$ cat src/hw/lpcs_pkg.sv
// Package for the line printer compare/print sequencer.
// Assumes a 20 MHz system clock; all counts derive from it.
package lpcs_pkg;
  localparam int CLK_HZ = 20000000; // System clock rate
  localparam int POS_COUNT = 132; // Buffer positions
  localparam int CODE_W = 6; // Character code width
  localparam int WHEEL_CODES = 63; // Printable codes on the wheel
  localparam int WHEEL_US = 1033; // Interval between wheel codes
  localparam int REV_MS = 65; // Drum revolution time
  localparam int NOTIFY_MIN_MS = 60; // Minimum time from function to finish signal
  localparam int RESP_US = 1; // Longest response after an event
  localparam int WHEEL_CYC = WHEEL_US * (CLK_HZ / 1000000); // Cycles per wheel code
  localparam int MIN_CYC = NOTIFY_MIN_MS * (CLK_HZ / 1000); // 60 ms in cycles
  localparam int RESP_CYC = RESP_US * (CLK_HZ / 1000000); // 1 us in cycles
  localparam int PRINT_BIT = 6; // Printable flag position (7th level)
  localparam logic [5:0] LETTER_A = 6'h06; // Octal 06
  localparam logic [5:0] LETTER_Z = 6'h1f; // Octal 37
  localparam logic [5:0] DIGIT_0 = 6'h30; // Octal 60
  localparam logic [5:0] DIGIT_9 = 6'h39; // Octal 71

  // Buffer slot: printable flag plus code
  typedef struct packed {
    logic printable;
    logic [CODE_W-1:0] code;
  } lpcs_slot_type;

  // Function kinds
  typedef enum logic [1:0] {
    LPCS_FN_NOTIFY = 2'b00,
    LPCS_FN_STREAM = 2'b01
  } lpcs_fn_type;

  // Sequencer states
  typedef enum logic [2:0] {
    LPCS_IDLE = 3'b000,
    LPCS_WAIT = 3'b001,
    LPCS_SYNC = 3'b010,
    LPCS_SCAN = 3'b011,
    LPCS_HOLD = 3'b100,
    LPCS_ATTN = 3'b101,
    LPCS_REQ = 3'b110
  } lpcs_state_type;
endpackage : lpcs_pkg

$ cat src/hw/lpcs_fifo.sv
// Small synchronous FIFO for wheel codes.
// Assumes one clock; width and depth are parameters.
`timescale 1ns/10ps
module lpcs_fifo #(
  parameter int WIDTH = 6,
  parameter int DEPTH = 4
) (
  // Clock and reset
  input wire logic clk_sys,
  input wire logic nrst,
  // Fill side
  input wire logic in_valid,
  output logic in_ready,
  input wire logic [WIDTH-1:0] in_data,
  // Drain side
  output logic out_valid,
  input wire logic out_ready,
  output logic [WIDTH-1:0] out_data
);
  localparam int AW = $clog2(DEPTH);
  // All state in one struct
  typedef struct packed {
    logic [DEPTH-1:0][WIDTH-1:0] mem;
    logic [AW-1:0] wr;
    logic [AW-1:0] rd;
    logic [AW:0] cnt;
  } lpcs_fifo_type;
  lpcs_fifo_type st_reg, st_next;

  // Next-state logic
  always_comb begin
    logic push;
    logic pop;
    push = in_valid && (st_reg.cnt != (AW+1)'(DEPTH));
    pop = out_valid && out_ready;
    st_next = st_reg;
    if (push) begin
      st_next.mem[st_reg.wr] = in_data;
      st_next.wr = (st_reg.wr == AW'(DEPTH-1)) ? '0 : st_reg.wr + 1'b1;
    end
    if (pop) begin
      st_next.rd = (st_reg.rd == AW'(DEPTH-1)) ? '0 : st_reg.rd + 1'b1;
    end
    st_next.cnt = st_reg.cnt + (AW+1)'(push) - (AW+1)'(pop);
  end

  // State register
  always_ff @(posedge clk_sys or negedge nrst) begin
    if (!nrst) begin
      st_reg <= '0;
    end else begin
      st_reg <= st_next;
    end
  end

  assign in_ready = (st_reg.cnt != (AW+1)'(DEPTH)); // Honest full
  assign out_valid = (st_reg.cnt != '0); // Honest empty
  assign out_data = st_reg.mem[st_reg.rd];
endmodule : lpcs_fifo

$ cat src/hw/lpcs_core.sv
// Compare/print sequencer of a drum line printer control unit.
// Assumes wheel index and code pins are asynchronous; others same clock.
// Contract
// - Start only after spacing and loading done
// - Compare each wheel code against 132 positions
// - Each wheel code arrival is one scan
// - Drum turns continuously; one line per revolution
// - Compare only positions with printable flag set
// - On match fire actuator, clear printable flag
// - Scan finding no printable positions ends line
// - Notify after completion or 60 ms, later
// - After acknowledge of clean status, raise request
// - Streamed line raises request after 60 ms gate
// - Codes follow the processor octal character set
// - Sync wait, scans, plus one final scan
// - Stored slots carry a printable flag bit
// - Next streamed load waits for 60 ms timer; here word_ack reloads it and goes straight to WAIT, only HOLD waits on it
`timescale 1ns/10ps
module lpcs_core #(
  parameter int MIN_TIME = lpcs_pkg::MIN_CYC, // 60 ms gate, shortenable
  parameter int FIFO_DEPTH = 4
) (
  // Clock and reset
  input wire logic clk_sys,
  input wire logic nrst,
  // Function start from the channel logic
  input wire logic fn_start,
  input wire lpcs_pkg::lpcs_fn_type fn_kind,
  input wire logic spacing_done,
  input wire logic loading_done,
  // Buffer load port, written by the loading logic
  input wire logic buf_we,
  input wire logic [7:0] buf_addr,
  input wire lpcs_pkg::lpcs_slot_type buf_wdata,
  // Code wheel pins (asynchronous)
  input wire logic wheel_strobe,
  input wire logic [lpcs_pkg::CODE_W-1:0] wheel_code,
  // Actuators
  output logic [lpcs_pkg::POS_COUNT-1:0] fire,
  // Channel side
  output logic line_done,
  output logic attention,
  output logic [lpcs_pkg::CODE_W-1:0] status_code,
  input wire logic attn_ack,
  output logic word_request,
  input wire logic word_ack,
  output logic code_dropped
);
  import lpcs_pkg::*;

  localparam int TW = $clog2(MIN_TIME + 1);
  localparam logic [CODE_W-1:0] STAT_NORMAL = 6'h00; // Clean finish code
  localparam logic [CODE_W-1:0] NO_SYMBOL = 6'h05; // Only code missing from the wheel

  // True for codes inside the printable wheel set
  function automatic logic is_wheel_code(input logic [CODE_W-1:0] c);
    is_wheel_code = (c >= LETTER_A && c <= LETTER_Z) || (c >= DIGIT_0 && c <= DIGIT_9)
      || (c != NO_SYMBOL);
  endfunction : is_wheel_code

  // Whole sequencer state
  typedef struct packed {
    lpcs_state_type st;
    lpcs_fn_type fn;
    logic [TW-1:0] tmr;
    logic [POS_COUNT-1:0] fire;
    logic done;
    logic attn;
    logic req;
    logic [CODE_W-1:0] status;
    logic drop;
    logic [2:0] s_strobe;
    logic [CODE_W-1:0] s1_code;
    logic [CODE_W-1:0] s2_code;
  } lpcs_core_type;
  lpcs_core_type st_reg, st_next;

  // Line buffer, flag in the 7th level
  lpcs_slot_type buf_mem [POS_COUNT];
  logic [POS_COUNT-1:0] hit; // Matching positions this scan
  logic [POS_COUNT-1:0] live; // Printable positions this scan

  // Wheel code FIFO wiring
  logic fq_in_valid;
  logic fq_in_ready;
  logic fq_out_valid;
  logic fq_out_ready;
  logic [CODE_W-1:0] fq_out_data;

  // New wheel code on a synchronised strobe rise
  assign fq_in_valid = st_reg.s_strobe[1] && !st_reg.s_strobe[2];

  lpcs_fifo #(.WIDTH(CODE_W), .DEPTH(FIFO_DEPTH)) u_fifo (
    .clk_sys(clk_sys),
    .nrst(nrst),
    .in_valid(fq_in_valid),
    .in_ready(fq_in_ready),
    .in_data(st_reg.s2_code),
    .out_valid(fq_out_valid),
    .out_ready(fq_out_ready),
    .out_data(fq_out_data)
  );

  // Always drain: codes met before sync are stale and are discarded,
  // since firing on an old code would strike the wrong symbol
  assign fq_out_ready = 1'b1;

  // Parallel compare of all positions in one cycle
  always_comb begin
    for (int i = 0; i < POS_COUNT; i++) begin
      live[i] = buf_mem[i].printable;
      hit[i] = live[i] && (buf_mem[i].code == fq_out_data);
    end
  end

  // Buffer writes: loader port, or flag clears on a hit
  always_ff @(posedge clk_sys) begin
    for (int i = 0; i < POS_COUNT; i++) begin
      if (buf_we && buf_addr == 8'(i)) begin
        buf_mem[i] <= buf_wdata;
      end else if (st_reg.st == LPCS_SCAN && fq_out_valid && hit[i]) begin
        buf_mem[i].printable <= 1'b0;
      end
    end
  end

  // Sequencer next state
  always_comb begin
    st_next = st_reg;
    st_next.s_strobe = {st_reg.s_strobe[1:0], wheel_strobe};
    st_next.s1_code = wheel_code;
    st_next.s2_code = st_reg.s1_code;
    st_next.fire = '0;
    st_next.done = 1'b0;
    st_next.drop = fq_in_valid && !fq_in_ready;
    // 60 ms timer counts from function receipt
    if (st_reg.tmr != '0) begin
      st_next.tmr = st_reg.tmr - 1'b1;
    end
    case (st_reg.st)
      LPCS_IDLE: begin
        if (fn_start) begin
          st_next.fn = fn_kind;
          st_next.tmr = TW'(MIN_TIME);
          st_next.st = LPCS_WAIT;
        end
      end
      LPCS_WAIT: begin
        if (spacing_done && loading_done) begin
          st_next.st = LPCS_SYNC;
        end
      end
      LPCS_SYNC: begin
        // Drum runs freely; the next wheel code synchronises us
        if (fq_out_valid) begin
          st_next.st = LPCS_SCAN;
        end
      end
      LPCS_SCAN: begin
        if (fq_out_valid && is_wheel_code(fq_out_data)) begin
          st_next.fire = hit;
          if (!(|live)) begin
            st_next.done = 1'b1;
            st_next.st = LPCS_HOLD;
          end
        end
      end
      LPCS_HOLD: begin
        // Later of completion and the 60 ms gate
        if (st_reg.tmr == '0) begin
          if (st_reg.fn == LPCS_FN_NOTIFY) begin
            st_next.attn = 1'b1;
            st_next.status = STAT_NORMAL;
            st_next.st = LPCS_ATTN;
          end else begin
            st_next.req = 1'b1;
            st_next.st = LPCS_REQ;
          end
        end
      end
      LPCS_ATTN: begin
        if (attn_ack) begin
          st_next.attn = 1'b0;
          st_next.req = (st_reg.status == STAT_NORMAL);
          st_next.st = st_next.req ? LPCS_REQ : LPCS_IDLE;
        end
      end
      LPCS_REQ: begin
        if (word_ack) begin
          st_next.req = 1'b0;
          if (st_reg.fn == LPCS_FN_STREAM) begin
            st_next.tmr = TW'(MIN_TIME);
            st_next.st = LPCS_WAIT;
          end else begin
            st_next.st = LPCS_IDLE;
          end
        end
      end
      default: begin
        st_next.st = LPCS_IDLE;
      end
    endcase
  end

  // Sequencer register
  always_ff @(posedge clk_sys or negedge nrst) begin
    if (!nrst) begin
      st_reg <= '0;
    end else begin
      st_reg <= st_next;
    end
  end

  // Outputs straight from flops
  assign fire = st_reg.fire;
  assign line_done = st_reg.done;
  assign attention = st_reg.attn;
  assign status_code = st_reg.status;
  assign word_request = st_reg.req;
  assign code_dropped = st_reg.drop;
endmodule : lpcs_core

$ cat config.mk
export PLATFORM = sky130hd
export DESIGN_NAME = lpcs_core
export DESIGN_NICKNAME = d
export VERILOG_FILES = /design/src/hw/lpcs_pkg.sv /design/src/hw/lpcs_fifo.sv /design/src/hw/lpcs_core.sv
export SDC_FILE = /design/constraint.sdc
export NUM_CORES = 2
export LEC_CHECK = 0
export BUFFER_PORTS_ARGS = -buffer_cell sky130_fd_sc_hd__buf_2
export CORE_MARGIN = 2
export CORE_UTILIZATION = 45
export DETAILED_ROUTE_END_ITERATION = 6
export PLACE_DENSITY = 0.7
export SLEW_MARGIN = 5
export SYNTH_ARGS = -nofsm -noshare
export SYNTH_HDL_FRONTEND = slang
export SYNTH_SLANG_ARGS = --single-unit
$ cat constraint.sdc
create_clock -name clk_sys -period 4.4 [get_ports clk_sys]
set_clock_uncertainty 0.15 [all_clocks]
set_input_delay 0.22 -clock clk_sys [delete_from_list [all_inputs] [get_ports clk_sys]]
set_output_delay 0.22 -clock clk_sys [all_outputs]
set_load 0.02 [all_outputs]
# --- Word-level counts from Yosys, hierarchy flattened ---
# Memories as Yosys holds them, arrays and structs flattened.
# Cells that the tools add are included.
classes:
  reduce_logical: 422
  n_addsub: 5
  n_eq_ne: 284
  magnitude_cmp: 7
  bitwise: 132
  mux: 824
op_table:
  columns: ["op", "count"]
  rows:
  - ["$mux 1", 797]
  - ["$eq 6x6->1", 132]
  - ["$eq 8x7->1 const B", 64]
  - ["$logic_and 1x1->1", 405]
  - ["$mux 133", 2]
  - ["$eq 8x6->1 const B", 32]
  - ["$or 1x1->1", 132]
  - ["$reduce_or 132->1", 1]
  - ["$eq 8x5->1 const B", 16]
  - ["$eq 8x4->1 const B", 8]
  - ["$mux 21", 3]
  - ["$pmux 21 s2", 1]
  - ["$eq 8x3->1 const B", 4]
  - ["$eq 8x8->1 const B", 4]
  - ["$mux 26", 1]
  - ["$bwmux 24", 1]
  - ["$logic_not 21->1", 1]
  - ["$mux 3", 7]
  - ["$pmux 3 s7", 1]
  - ["$reduce_bool 21->1", 1]
  - ["$sub 21x1->21 const B", 1]
  - ["$ne 2x2->1 const B", 9]
  - ["$eq 8x2->1 const B", 2]
  - ["$bmux 6 s2", 1]
  - ["35 further kinds", 48]
totals:
  mem_count: 1
  register_bits: 208
  mem_bits_rw: 924
mem_list:
  columns: ["name", "depth", "word_bits", "rd", "rd_clocked_by_memory_dff", "write_ports", "line_no", "source"]
  rows:
  - ["buf_mem", 132, 7, 132, 0, 132, "lpcs_core.sv:79", "lpcs_slot_type buf_mem [POS_COUNT];"]

# --- Depth between registers and ports, before layout ---
depth:
  depth_word: 9
  depth_mapped: 9
  mapped_depth_nobuf: 9

# --- Hierarchy ---
# A second synthesis with hierarchy kept.
unflattened:
  cells_unflattened: 3474
  area_unflattened_um2: 48691.7
modules_own_cells:
  columns: ["mod", "seq_area_each_um2", "area_per_inst_um2", "cells_each", "n_inst"]
  rows:
  - ["lpcs_core", 32165.8, 47087.7, 3376, 1]
  - ["lpcs_fifo", 775.7, 1604.0, 98, 1]

# --- Least setup slack after synthesis ---
# Ideal clock, no wire load.
synth_path:
  path_type: "register to register"
  start: "reg u_fifo.st_reg[3] (netlist bit)"
  end: "mem buf_mem[17][6] (netlist bit) (enable)"
  slack_ns: 1.877
  path_buffers: 4
  synth_period_minus_slack_ns: 2.523
  setup_ns: 0.295
  stages_incl_launch_ff: 10
  arrival_ns: 2.078
  path_cell_list: "dfrtp_1 buf_6 mux4_2 buf_2 buf_6 buf_6 xnor2_2 nand3_1 nor4_2 nand2b_1"
synth_lines:
  columns: ["element", "line_no", "source"]
  rows:
  - ["start: declaration", "lpcs_fifo.sv:28", "lpcs_fifo_type st_reg, st_next;"]
  - ["start signal: assignment", "lpcs_fifo.sv:52", "st_reg <= st_next;"]
  - ["end: declaration", "lpcs_core.sv:79", null]

==> flow_summary.json <==
{
  "p_int_mw": 23.4,
  "cts_tree": "done",
  "core.rowCount": 123,
  "avgSynthCellArea_um2": 14.2,
  "worst-r2r-cell-count": 6,
  "switching_share": 0.365,
  "clkPwrFrac": 0.262,
  "clk_path_buf_depth": 3,
  "antenna_found_initial": 9,
  "drive_above_1_share": 0.171,
  "overflow": 0,
  "fin_crit_ps": 3950,
  "hpwl_um": 72800,
  "regArea_um2": 32900,
  "pin_count": 174,
  "finalHoldViolations": 0,
  "hold_ws_ps": 34.2,
  "vias_per_cell": 5.36,
  "synth-main-ff-cell": "edfxtp_1",
  "h-tree-depth": 3,
  "pwr-share-seq": 0.334,
  "multi_input_area_um2": 15400,
  "wl_per_cell_um": 23.7,
  "powerDensity_nw_per_um2": 652,
  "status": "finished, final reports clean",
  "num-fill-cells": 9400,
  "final_common_cell": "edfxtp_1",
  "final_cell_mix": "923 x edfxtp_1, 460 x xnor2_1, 271 x nand3_1, 267 x xor2_1, 208 x dfrtp_1",
  "report.final.slew_viol_count": 0,
  "ys_warn_count": 0,
  "drt_iter0_markers": 2387,
  "fmax_mhz": 253,
  "ys_seq_elements": 1132,
  "grt_usage": 0.215,
  "hold_depth": 2,
  "synth_area_leaders": "edfxtp_1 55%, dfrtp_1 10%, xnor2_1 8.0%, xor2_1 4.6%, nand3_1 2.7%",
  "report.power.total_mw": 36.9,
  "grt_max_degree": 116,
  "start_util": 0.452,
  "setup_tns_ps": 0,
  "dr.pass1.iters": 6,
  "num_vias": 28200,
  "cts_buffers": 114,
  "path_max_fanout": 30,
  "ir_drop_uv": 1460,
  "max_slew_margin": 0.184,
  "clock_sinks": 1132,
  "synth_edf_count": 923,
  "largest_reg_flops": 924,
  "nNetsFinal": 3703,
  "design.core.area_um2": 112000,
  "criticalPathCategory": "flip-flop to flip-flop",
  "syn_area_um2": 50700,
  "synth-seq-area-share": 0.650,
  "die_area_um2": 115000,
  "clkLatencyLatePin_ps": 710,
  "ant_nets": 0,
  "crit_arrival_ps": 4180,
  "hold_path.class": "input port to flip-flop",
  "p_comb_frac": 0.404,
  "area_delta_synth_final_pct": 11.5,
  "p_sw_mw": 13.4,
  "setup_viol": 0,
  "die_w_um": 340,
  "grt_pass1_vias": 28400,
  "synth_cell_types": 54,
  "routabilityCongestion": 0.817,
  "wirelength_um": 125000,
  "post_cts_resized": 0,
  "cp-end-kind": "flip-flop",
  "period_share": 0.898,
  "yosysTopAreaCell": "edfxtp_1",
  "grt_pass1_wl_um": 185000,
  "root_buffer": "clkbuf_16",
  "drc_errors": 0,
  "synthArstFlopShare": 0.184,
  "chipHeight_um": 340,
  "rsz0062_at_grt": "false",
  "synthCells": 3566,
  "required_ps": 4630,
  "numPortBuffers": 167,
  "synth_top_area_share": 0.547,
  "tightest_slew_ps": 1220,
  "max-cap-violations": 0,
  "clk_pin_slew_ps": 60,
  "postCtsSetupBuffers": 0,
  "worstSetupStartpointType": "flip-flop",
  "power.leakage_nw": 20.9
}
## metal layers
metal | GRT usage | share of wire | vias up
met5 | 0 | 0 | -
met4 | 0.0633 | 0.025 | 0
met3 | 0.0260 | 0.062 | 178
met2 | 0.362 | 0.49 | 957
met1 | 0.295 | 0.42 | 14500
li1 | - | - | 12600
## critical path, stage by stage, from the launching register on
cell and delay [ps]:
dfrtp_1 630, mux4_4 1110, buf_4 370, xnor2_1 150
nand3_1 100, nor4_1 870, a21boi_0 220
## timing repair
action / CTS / global route
hold buffers: 27 / 0
endpoints found under the hold margin: 166 / 0
endpoints found under the setup margin: 0 / 0
## area by class of cell
| type | count | area share |
|---|---|---|
| Timing Repair Buffer | 265 | 0.0343 |
| Clock inverter | 69 | 0.0110 |
| Tap cell | 1500 | 0.0332 |
| Antenna cell | 2 | 0.0000886 |
| Clock buffer | 147 | 0.0554 |
| Multi-Input combinational cell | 2004 | 0.273 |
| Sequential cell | 1132 | 0.583 |
| Inverter | 145 | 0.00963 |
## cells by family (layout without fill, tap and decap cells)
logic type,after synthesis,after routing,synth area share
XOR/XNOR,803,803,0.150
flip-flops,1132,1132,0.650
AND/OR/NAND/NOR,977,977,0.116
buffers and inverters,435,626,0.0477
AO/OA/AOI/OAI,176,176,0.0251
multiplexers,33,33,0.00864
adder cells (fa/ha/maj),9,9,0.00237
other,1,8,0.0000740
## per-stage QoR
stage / utilization / worst slack (ps) / instances / instance area (um^2)
floorplan: - / 1880 / 3571 / 50700
global placement: 0.468 / 498 / 5019 / 52500
detailed placement: 0.468 / 414 / 5019 / 52500
CTS: 0.504 / 412 / 5262 / 56500
global route: 0.504 / 319 / 5262 / 56500
finish: 0.504 / 450 / 5264 / 56500
## synth_stat cells (61+ instances only)
cell	n
a21boi_0	131
nand3_1	272
dfrtp_1	208
buf_4	149
edfxtp_1	923
nor4_1	78
nand2_1	155
xnor2_1	460
inv_1	145
buf_2	61
nor4_2	91
and2_1	133
xnor2_2	76
xor2_1	267
nand2b_1	139
## final timing paths
check                                        startpoint                             to  slack, ps
max reg2reg                u_fifo.st_reg[3]$_DFFE_PN0N_  buf_mem[16][13]$_SDFFCE_PP0P_        450
max                        u_fifo.st_reg[3]$_DFFE_PN0N_  buf_mem[16][13]$_SDFFCE_PP0P_        450
min in group asynchronous                          nrst             fire[17]$_DFF_PN0_        480
max in group asynchronous                          nrst  u_fifo.st_reg[10]$_DFFE_PN0P_       2610
min                                       wheel_code[5]           st_next[5]$_DFF_PN0_         30
min reg2reg                        st_next[0]$_DFF_PN0_            st_reg[0]$_DFF_PN0_        200
## power groups by stage
stage          Combinational, mW  Clock (mW)  Sequential, mW
2_1_floorplan               11.9           0            12.4
3_3_place_gp                14.7           0            12.5
3_5_place_dp                14.9           0            12.5
4_1_cts                     15.0        9.80            12.3
5_1_grt                     16.1        10.2            12.3
6_report                    14.9        9.67            12.3
Note: power is estimated with default switching activity, not from simulation.
